File: src/core/tmc_pkg.sv
package tmc_pkg;

  // ----------------------------------------------------------------
  // Serial access map
  // ----------------------------------------------------------------
  localparam logic [3:0] CTRL_ADDR = 4'h4;
  localparam logic [3:0] STAT_ADDR = 4'h5;
  localparam logic [5:0] WORD_BITS = 6'h20;
  localparam logic [2:0] ADDR_BITS = 3'h4;

  // ----------------------------------------------------------------
  // Main control word layout and reset value
  // ----------------------------------------------------------------
  localparam logic [31:0] CTRL_RESET = 32'h10000270;
  // Reserved bits 10, 3, 2 and 0 are held at zero
  localparam logic [31:0] CTRL_WRITABLE = 32'hfffffbf2;
  localparam int unsigned PWR_BIT = 31;
  localparam int unsigned DIR_BIT = 30;
  localparam int unsigned RCLK_BIT = 29;
  localparam int unsigned LOCKONLY_BIT = 28;
  localparam int unsigned PA_BIT = 27;
  localparam int unsigned WAKE_BIT = 26;
  localparam int unsigned LNA_BIT = 25;
  localparam int unsigned MSUP_BIT = 24;
  localparam int unsigned THR_LSB = 18;
  localparam int unsigned HYS_LSB = 15;
  localparam int unsigned TRANSMIT_POWER_LEVEL_LSB = 12;
  localparam int unsigned TRANSMIT_FREQ_PAIR_SELECT_BIT = 11;
  localparam int unsigned RECEIVE_FREQ_SELECT_LSB = 8;
  localparam int unsigned XTAL_BIT = 7;
  localparam int unsigned DISC_BIT = 6;
  localparam int unsigned POL_BIT = 5;
  localparam int unsigned SREF_BIT = 4;
  localparam int unsigned ADCSRC_BIT = 1;
  localparam int unsigned THR_W = 6;
  localparam int unsigned HYS_W = 3;

  // ----------------------------------------------------------------
  // Status word layout, 31 bits sent MSB first
  // ----------------------------------------------------------------
  localparam int unsigned STAT_LOCK_BIT = 30;
  localparam int unsigned STAT_STRENGTH_LSB = 16;
  localparam int unsigned STAT_SUPPLY_LSB = 8;

  // ----------------------------------------------------------------
  // Serial engine states, Gray code order idle-addr-write-read
  // ----------------------------------------------------------------
  typedef enum logic [1:0] {
    TMC_IDLE = 2'b00,
    TMC_ADDR = 2'b01,
    TMC_WRITE = 2'b11,
    TMC_READ = 2'b10
  } tmc_state_type;

endpackage

File: src/core/tmc_strength_gate.sv
`timescale 1ns/10ps
module tmc_strength_gate import tmc_pkg::*; #(
  parameter int unsigned W = 6
) (
  input wire logic sys_clk,
  input wire logic rst,
  input wire logic [W-1:0] strength,
  input wire logic [W-1:0] threshold,
  input wire logic [HYS_W-1:0] hysteresis,
  output logic valid_q
);

  // ----------------------------------------------------------------
  // Elaboration check
  // ----------------------------------------------------------------
  if (W < HYS_W || W > 16) begin : g_bad_w
    $error("strength width out of range");
  end

  logic valid_d;
  logic [W:0] high_lvl;
  logic signed [W+1:0] low_lvl;

  // High level one bit wider, low level two bits wider and signed, so neither wraps
  always_comb begin
    high_lvl = {1'b0, threshold} + (W+1)'(hysteresis);
    low_lvl = $signed({2'b00, threshold}) - $signed((W+2)'(hysteresis));
    valid_d = valid_q;
    if ({1'b0, strength} >= high_lvl) begin
      valid_d = 1'b1;
    end else if ($signed({2'b00, strength}) < low_lvl) begin
      valid_d = 1'b0;
    end
  end

  // Between the levels the last decision stands
  always_ff @(posedge sys_clk) begin
    if (rst) begin
      valid_q <= 1'b0;
    end else begin
      valid_q <= valid_d;
    end
  end
endmodule

File: src/core/tmc_core.sv
`timescale 1ns/10ps
// Functional notes
// - Power field 0 powers down all but serial
// - Direction: 0 receive, 1 transmit, receive after reset
// - Clock recovery pin silent unless enabled
// - Lock-only field gates transmit on PLL lock
// - PLL lock reported in status register bit
// - Amplifier on only with enable and power on
// - Wake-up disabled while enable field is 0
// - Gain select: 0 maximum, 1 minimum
// - Measure select: 0 strength, 1 supply
// - Data valid with threshold plus/minus hysteresis
// - Three-bit transmit level, 000 min, 111 max
// - Transmit select 0 uses codes 0 and 1
// - Receive select picks code 0..3, reset 10
// - Crystal select: 0 lower, 1 higher reference
// - Discriminator range: 0 narrow, 1 standard
// - Data polarity: 0 inverted, 1 direct
// - Slicer reference: 0 filter pin, 1 internal
// - Converter source: 0 supply, 1 discriminator level
// - Supply measurement freezes last strength value
// - No supply measurement in power-down
module tmc_core import tmc_pkg::*; (
  input wire logic sys_clk,
  input wire logic rst,
  input wire logic sle_n,
  input wire logic sck,
  input wire logic sdata_i,
  output logic sdata_o,
  output logic sdata_oe,
  input wire logic pll_lock,
  input wire logic rec_clk_raw,
  input wire logic rx_demod,
  input wire logic radio_data_pin_i,
  output logic radio_data_pin_o,
  output logic radio_data_pin_oe,
  input wire logic adc_valid,
  input wire logic [THR_W-1:0] adc_value,
  output logic chip_active,
  output logic tx_mode,
  output logic tx_enable,
  output logic tx_mod_data,
  output logic amplifier_on,
  output logic wakeup_on,
  output logic low_noise_gain_min,
  output logic adc_measure_supply,
  output logic adc_source_disc,
  output logic [2:0] transmit_power_level,
  output logic [1:0] tx_code_first,
  output logic [1:0] tx_code_second,
  output logic [1:0] receive_freq_select,
  output logic crystal_select,
  output logic discriminator_range,
  output logic slicer_reference_select,
  output logic recovered_clock_pin
);

  // ----------------------------------------------------------------
  // Pin synchronisers, first stage read only by the second
  // ----------------------------------------------------------------
  logic [5:0] sync_m_q;
  logic [5:0] sync_s_q;
  logic sle_p_q;
  logic sck_p_q;
  logic sle_n_s, sck_s, sdata_s, lock_s, rclk_s, demod_s, rdata_s;

  always_ff @(posedge sys_clk) begin
    if (rst) begin
      sync_m_q <= 6'h3f;
      sync_s_q <= 6'h3f;
      sle_p_q <= 1'b1;
      sck_p_q <= 1'b1;
    end else begin
      sync_m_q <= {sle_n, sck, sdata_i, pll_lock, rec_clk_raw, rx_demod};
      sync_s_q <= sync_m_q;
      sle_p_q <= sle_n_s;
      sck_p_q <= sck_s;
    end
  end

  assign {sle_n_s, sck_s, sdata_s, lock_s, rclk_s, demod_s} = sync_s_q;

  logic rdata_m_q, rdata_s_q;

  // Transmit data pin has its own pair, it idles low
  always_ff @(posedge sys_clk) begin
    if (rst) begin
      rdata_m_q <= 1'b0;
      rdata_s_q <= 1'b0;
    end else begin
      rdata_m_q <= radio_data_pin_i;
      rdata_s_q <= rdata_m_q;
    end
  end

  assign rdata_s = rdata_s_q;

  logic acc_start, acc_stop, sck_rise, sck_fall;
  assign acc_start = sle_p_q && !sle_n_s;
  assign acc_stop = !sle_p_q && sle_n_s;
  assign sck_rise = !sck_p_q && sck_s && !sle_n_s;
  assign sck_fall = sck_p_q && !sck_s && !sle_n_s;

  // ----------------------------------------------------------------
  // Serial engine
  // ----------------------------------------------------------------
  tmc_state_type state_q, state_d;
  logic [3:0] addr_q, addr_d;
  logic [5:0] cnt_q, cnt_d;
  logic [31:0] wbuf_q, wbuf_d;
  logic [31:0] mask_q, mask_d;
  logic done_q, done_d;
  logic [31:0] rd_word_q, rd_word_d;
  logic sdo_q, sdo_d, sdoe_q, sdoe_d;
  logic [31:0] ctrl_q, ctrl_d;
  logic [THR_W-1:0] strength_q, strength_d;
  logic [THR_W-1:0] supply_q, supply_d;
  logic lock_stat_q;
  logic [30:0] stat_word;
  logic commit;
  logic [4:0] widx;
  logic meas_supply;

  assign meas_supply = ctrl_q[MSUP_BIT] && ctrl_q[PWR_BIT];

  always_comb begin
    stat_word = '0;
    stat_word[STAT_LOCK_BIT] = lock_stat_q;
    stat_word[STAT_STRENGTH_LSB +: THR_W] = strength_q;
    stat_word[STAT_SUPPLY_LSB +: THR_W] = supply_q;
  end

  // Sequence and shift; an overlong write commits on its extra edge
  always_comb begin
    state_d = state_q;
    addr_d = addr_q;
    cnt_d = cnt_q;
    wbuf_d = wbuf_q;
    mask_d = mask_q;
    done_d = done_q;
    rd_word_d = rd_word_q;
    sdo_d = sdo_q;
    sdoe_d = sdoe_q;
    commit = 1'b0;
    widx = 5'h1f - cnt_q[4:0];
    if (acc_stop || sle_n_s) begin
      commit = acc_stop && state_q == TMC_WRITE && !done_q;
      state_d = TMC_IDLE;
      sdoe_d = 1'b0;
      sdo_d = 1'b0;
    end else if (acc_start) begin
      state_d = TMC_ADDR;
      cnt_d = '0;
      mask_d = '0;
      done_d = 1'b0;
    end else begin
      unique case (state_q)
        TMC_IDLE: begin
          state_d = TMC_IDLE;
        end
        TMC_ADDR: begin
          if (sck_rise && cnt_q < 6'(ADDR_BITS)) begin
            addr_d = {addr_q[2:0], sdata_s};
            cnt_d = cnt_q + 6'h01;
          end else if (sck_rise) begin
            cnt_d = '0;
            wbuf_d = ctrl_q;
            if (sdata_s) begin
              state_d = TMC_WRITE;
            end else begin
              state_d = TMC_READ;
              // Unknown address streams ones, then zeros
              if (addr_q == CTRL_ADDR) begin
                rd_word_d = ctrl_q;
              end else if (addr_q == STAT_ADDR) begin
                rd_word_d = {stat_word, 1'b0};
              end else begin
                rd_word_d = 32'hffffffff;
              end
            end
          end
        end
        TMC_WRITE: begin
          if (sck_rise && cnt_q < WORD_BITS) begin
            wbuf_d[widx] = sdata_s;
            mask_d[widx] = 1'b1;
            cnt_d = cnt_q + 6'h01;
          end else if (sck_rise && !done_q) begin
            commit = 1'b1;
            done_d = 1'b1;
          end
        end
        TMC_READ: begin
          // Zero fill past the word clamps the line low
          if (sck_fall) begin
            sdoe_d = 1'b1;
            sdo_d = rd_word_q[31];
            rd_word_d = {rd_word_q[30:0], 1'b0};
          end
        end
      endcase
    end
  end

  always_ff @(posedge sys_clk) begin
    if (rst) begin
      state_q <= TMC_IDLE;
      addr_q <= '0;
      cnt_q <= '0;
      wbuf_q <= '0;
      mask_q <= '0;
      done_q <= 1'b0;
      rd_word_q <= '0;
      sdo_q <= 1'b0;
      sdoe_q <= 1'b0;
    end else begin
      state_q <= state_d;
      addr_q <= addr_d;
      cnt_q <= cnt_d;
      wbuf_q <= wbuf_d;
      mask_q <= mask_d;
      done_q <= done_d;
      rd_word_q <= rd_word_d;
      sdo_q <= sdo_d;
      sdoe_q <= sdoe_d;
    end
  end

  // ----------------------------------------------------------------
  // Control word and measurements
  // ----------------------------------------------------------------
  // Only the bits shifted in change; reserved bits stay zero
  always_comb begin
    ctrl_d = ctrl_q;
    if (commit && addr_q == CTRL_ADDR) begin
      ctrl_d = ((ctrl_q & ~mask_q) | (wbuf_q & mask_q))
               & CTRL_WRITABLE;
    end
    strength_d = strength_q;
    supply_d = supply_q;
    if (adc_valid && ctrl_q[PWR_BIT]) begin
      if (meas_supply) begin
        supply_d = adc_value;
      end else begin
        strength_d = adc_value;
      end
    end
  end

  always_ff @(posedge sys_clk) begin
    if (rst) begin
      ctrl_q <= CTRL_RESET;
      strength_q <= '0;
      supply_q <= '0;
      lock_stat_q <= 1'b0;
    end else begin
      ctrl_q <= ctrl_d;
      strength_q <= strength_d;
      supply_q <= supply_d;
      lock_stat_q <= lock_s;
    end
  end

  logic data_valid;

  tmc_strength_gate #(.W(THR_W)) u_gate (
    .sys_clk(sys_clk),
    .rst(rst),
    .strength(strength_q),
    .threshold(ctrl_q[THR_LSB +: THR_W]),
    .hysteresis(ctrl_q[HYS_LSB +: HYS_W]),
    .valid_q(data_valid)
  );

  // ----------------------------------------------------------------
  // Registered outputs to the radio
  // ----------------------------------------------------------------
  logic pwr, rx_drive, tx_go;
  logic [31:0] out_d, out_q;

  assign pwr = ctrl_q[PWR_BIT];
  assign rx_drive = pwr && !ctrl_q[DIR_BIT];
  assign tx_go = pwr && ctrl_q[DIR_BIT]
                 && (!ctrl_q[LOCKONLY_BIT] || lock_s);

  // Powered-down chip keeps every radio function off
  always_comb begin
    out_d = '0;
    out_d[0] = pwr;
    out_d[1] = ctrl_q[DIR_BIT];
    out_d[2] = tx_go;
    out_d[3] = tx_go && rdata_s;
    out_d[4] = ctrl_q[PA_BIT] && pwr;
    out_d[5] = ctrl_q[WAKE_BIT] && pwr;
    out_d[6] = ctrl_q[LNA_BIT];
    out_d[7] = meas_supply;
    out_d[8] = ctrl_q[ADCSRC_BIT];
    out_d[11:9] = ctrl_q[TRANSMIT_POWER_LEVEL_LSB +: 3];
    // Pair select 0 gives codes 0/1, 1 gives codes 2/3
    out_d[13:12] = {ctrl_q[TRANSMIT_FREQ_PAIR_SELECT_BIT], 1'b0};
    out_d[15:14] = {ctrl_q[TRANSMIT_FREQ_PAIR_SELECT_BIT], 1'b1};
    out_d[17:16] = ctrl_q[RECEIVE_FREQ_SELECT_LSB +: 2];
    out_d[18] = ctrl_q[XTAL_BIT];
    out_d[19] = ctrl_q[DISC_BIT];
    out_d[20] = ctrl_q[SREF_BIT];
    out_d[21] = pwr && ctrl_q[RCLK_BIT] && rclk_s;
    // Inhibited data reads low; polarity 0 inverts
    out_d[22] = rx_drive && data_valid
                && (ctrl_q[POL_BIT] ? demod_s : !demod_s);
    out_d[23] = rx_drive;
  end

  always_ff @(posedge sys_clk) begin
    if (rst) begin
      out_q <= '0;
    end else begin
      out_q <= out_d;
    end
  end

  assign sdata_o = sdo_q;
  assign sdata_oe = sdoe_q;
  assign chip_active = out_q[0];
  assign tx_mode = out_q[1];
  assign tx_enable = out_q[2];
  assign tx_mod_data = out_q[3];
  assign amplifier_on = out_q[4];
  assign wakeup_on = out_q[5];
  assign low_noise_gain_min = out_q[6];
  assign adc_measure_supply = out_q[7];
  assign adc_source_disc = out_q[8];
  assign transmit_power_level = out_q[11:9];
  assign tx_code_first = out_q[13:12];
  assign tx_code_second = out_q[15:14];
  assign receive_freq_select = out_q[17:16];
  assign crystal_select = out_q[18];
  assign discriminator_range = out_q[19];
  assign slicer_reference_select = out_q[20];
  assign recovered_clock_pin = out_q[21];
  assign radio_data_pin_o = out_q[22];
  assign radio_data_pin_oe = out_q[23];
endmodule

File: config.mk
export PLATFORM = sky130hd
export DESIGN_NAME = tmc_core
export DESIGN_NICKNAME = d
export VERILOG_FILES = /design/src/core/tmc_pkg.sv /design/src/core/tmc_strength_gate.sv /design/src/core/tmc_core.sv
export SDC_FILE = /design/constraint.sdc
export NUM_CORES = 1
export LEC_CHECK = 0
export ABC_AREA = 1
export BUFFER_PORTS_ARGS = -buffer_cell sky130_fd_sc_hd__buf_2
export CORE_UTILIZATION = 30
export DETAILED_ROUTE_END_ITERATION = 7
export PLACE_DENSITY = 0.51
export SLEW_MARGIN = 20
export SYNTH_ARGS = -nofsm -noshare
export SYNTH_HDL_FRONTEND = slang
export SYNTH_SLANG_ARGS = --single-unit
File: constraint.sdc
create_clock -name sys_clk -period 5.07 [get_ports sys_clk]
set_input_delay 0.7605 -clock sys_clk [delete_from_list [all_inputs] [get_ports sys_clk]]
set_output_delay 0.7605 -clock sys_clk [all_outputs]
set_load 0.01 [all_outputs]
==> results.py <==
metrics = {
    "outcome": {
        "outcome": "complete, no violations",
    },
    "clocking": {
        "cts_htree_levels": 4,
        "postCtsSetupRepairBufs": 0,
        "cts_tree": "built",
        "insertion_delay_ns": 0.44,
        "cts_buffer_depth": 2,
        "ctsHoldBuffers": 0,
        "cts_buffers": 17,
        "cts_resized": 0,
        "cts.clk_slew.worst_paths_ns": 0.08,
        "clock-sinks": 183,
        "cts_root_buf": "clkbuf_16",
    },
    "final_layout": {
        "final_cells": 1659,
        "utilization": 0.3404,
        "seq_area_sq_um": 3664,
        "final_nets": 1300,
        "layout-drive-gt1-share": 0.09262,
        "multiInputGateArea_sq_um": 4163,
        "fill_cells": 3122,
        "syn_to_final_growth_pct": 11.88,
    },
    "placed_design": {
        "dp_hpwl_um": 15920,
        "numPortBuffers": 40,
        "gp_congestion": 0.7790,
        "dp.cells": 1626,
    },
    "routing": {
        "ant_nets": 0,
        "drt_iter0_markers": 651,
        "wl_um": 24240,
        "via_per_inst": 4.709,
        "drt_pass1_iterations": 5,
        "post_drt_wl_per_cell_um": 14.61,
        "vias": 7813,
        "drcViolationCount": 0,
    },
    "floorplanning": {
        "dieHeight_um": 172.6,
        "dieArea_sq_um": 29800,
        "fp.dieW_um": 172.6,
        "core_sq_um": 28700,
        "row_count": 62,
        "io_pins": 42,
        "start_util": 0.3043,
    },
    "yosys": {
        "synth_fp_nets": 1300,
        "syn_inst": 1261,
        "seq_area_frac_synth": 0.4195,
        "synth_area_per_cell_sq_um": 6.926,
        "synth_async_sr_flop_share": 0,
        "synth-edff-count": 0,
        "synth_top_area_cell": "dfxtp_1",
        "ys_seq_elements": 183,
        "ys_warn_count": 0,
        "synth.top_cells.by_area": "dfxtp_1 42%, nor2_1 12%, nand2_1 7.3%",
        "syn-cell-area_sq_um": 8733,
        "ys.flop_type": "dfxtp_1",
        "yosys.area.top_type_share": 0.4195,
        "yosys.cell_types.count": 43,
    },
    "sta": {
        "fin_tns_setup_ns": 0,
        "setup_viol": 0,
        "grt_setup_unrepaired": "no",
        "period_share": 0.5259,
        "worst_pin_slew_ns": 1.011,
        "drv_slew": 0,
        "max_freq_mhz": 375.1,
        "hold_violations": 0,
        "max_slew_margin": 0.3235,
        "post-route-min-period_ns": 2.666,
        "clock_skew_ns": 0.01530,
    },
    "power": {
        "p_per_area_nw_per_um2": 294.6,
        "peakVddDrop_uv": 238.4,
        "leakagePower_nw": 4.113,
    },
    "global_routing": {
        "grt_antenna_before_repair": 0,
        "grt_start_max_net_pins": 63,
        "grt_pass1_wl_um": 39600,
        "grt_usage": 0.1678,
        "grt_overflow": 0,
        "grt_pass1_vias": 7288,
    },
    "worst_setup_path": {
        "start_kind": "flop",
        "cp_max_fo": 35,
        "critPathSlowestCell": "nor2_2",
        "path_cells": "inv_2 > nand2_2 > inv_2 > nor2_2 > o21ai_0 > o21ai_0 > nand3_1 > nand2_1 > nor2_1",
        "max_stage_delay_ns": 0.77,
        "cp-end-kind": "flop",
        "cp_data_required_time_ns": 5.40,
        "arrival_ns": 3.00,
        "critical_path_class": "flop to flop",
    },
    "job": {
        "drv_cap": 0,
    },
    "min_path": {
        "hold_path.class": "flop to flop",
    },
}
[placed cells by master (no fill, tap or decap), drive strengths merged]
master	count
a2111oi	1
a211oi	1
a21o	1
a21oi	79
a22oi	15
a31oi	1
and2	1
buf	48
bufinv	1
clkbuf	18
clkinv	5
clkinvlp	1
conb	1
dfxtp	183
diode	1
fa	2
ha	21
inv	165
nand2	175
nand3	60
nand3b	12
nand4	33
nor2	289
nor3	17
o2111ai	1
o21ai	115
o21bai	1
o22ai	5
o31ai	1
or2	12
xnor2	1
xor2	8
[where the power goes]
group | switching, W | internal [W] | total (W)
Combinational | 0.0000503 | 0.0000214 | 0.0000717
Clock | 0.000648 | 0.000710 | 0.00136
Sequential | 0.00000376 | 0.00144 | 0.00145
Total | 0.000702 | 0.00218 | 0.00288
[critical path: cells and delay by family (launching register included)]
family	cells	cell delay, ns
AND/OR/NAND/NOR	5	1.49
AO/OA/AOI/OAI	2	0.39
buffers and inverters	2	0.22
flip-flops	1	0.44
[final cells by class]
class | instances | share of cell area
repair buffers | 48 | 0.02664
clock inverters | 14 | 0.01793
well taps | 384 | 0.04917
diodes | 1 | 0.0002561
multi-input cells | 853 | 0.4260
inverters | 158 | 0.06108
clock buffers | 18 | 0.04392
flip-flops and latches | 183 | 0.3750
[metrics by stage]
stage,worst slack [ns],hold WS [ns],power [W],instance area (sq um)
CTS,2.424,0.4088,0.002918,9768
floorplan,2.738,0.3883,0.001529,8733
global placement,2.499,0.3902,0.001555,9164
finish,2.404,0.4113,0.002879,9771
global route,2.095,0.4098,0.002997,9768
detailed placement,2.433,0.3936,0.001555,9164
[synthesized netlist by cell type (all sizes together), types with 5 or more instances]
cell type,count
o21ai,115
nor3,17
buf,43
nor2,289
a22oi,15
a21oi,79
nand3,60
clkbuf,24
xor2,8
nand3b,12
nand4,33
nand2,175
dfxtp,183
inv,158
o22ai,5
ha,21
or2,12
[worst paths after layout]
kind | from | end | slack (ns) | depth (start not counted)
max | state_q[0] | rd_word_q[5] | 2.40 | 9
min | sync_m_q[3] | sync_s_q[3] | 0.41 | 1
max reg2reg | state_q[0] | rd_word_q[5] | 2.40 | 9
min reg2reg | sync_m_q[3] | sync_s_q[3] | 0.41 | 1
[cells by family after synthesis]
logic type,Yosys count,synth area share
AOI/OAI and AO/OA,221,0.1354
xor gates and xnor gates,9,0.009026
adders and majority gates,23,0.03467
buffers and inverters,225,0.1044
DFF,183,0.4195
other,1,0.0004294
and+or+nand+nor,599,0.2966
[per-layer routing]
layer | vias up | part of all wire | track usage | wire (um)
met5 | - | 0 | 0 | 0
met1 | 3602 | 0.50 | 0.2339 | 12170
met2 | 152 | 0.44 | 0.2631 | 10630
met4 | 0 | 0.013 | 0.04688 | 306
met3 | 26 | 0.047 | 0.03144 | 1132
li1 | 4033 | - | - | -
(Power assumes the default switching activity.)
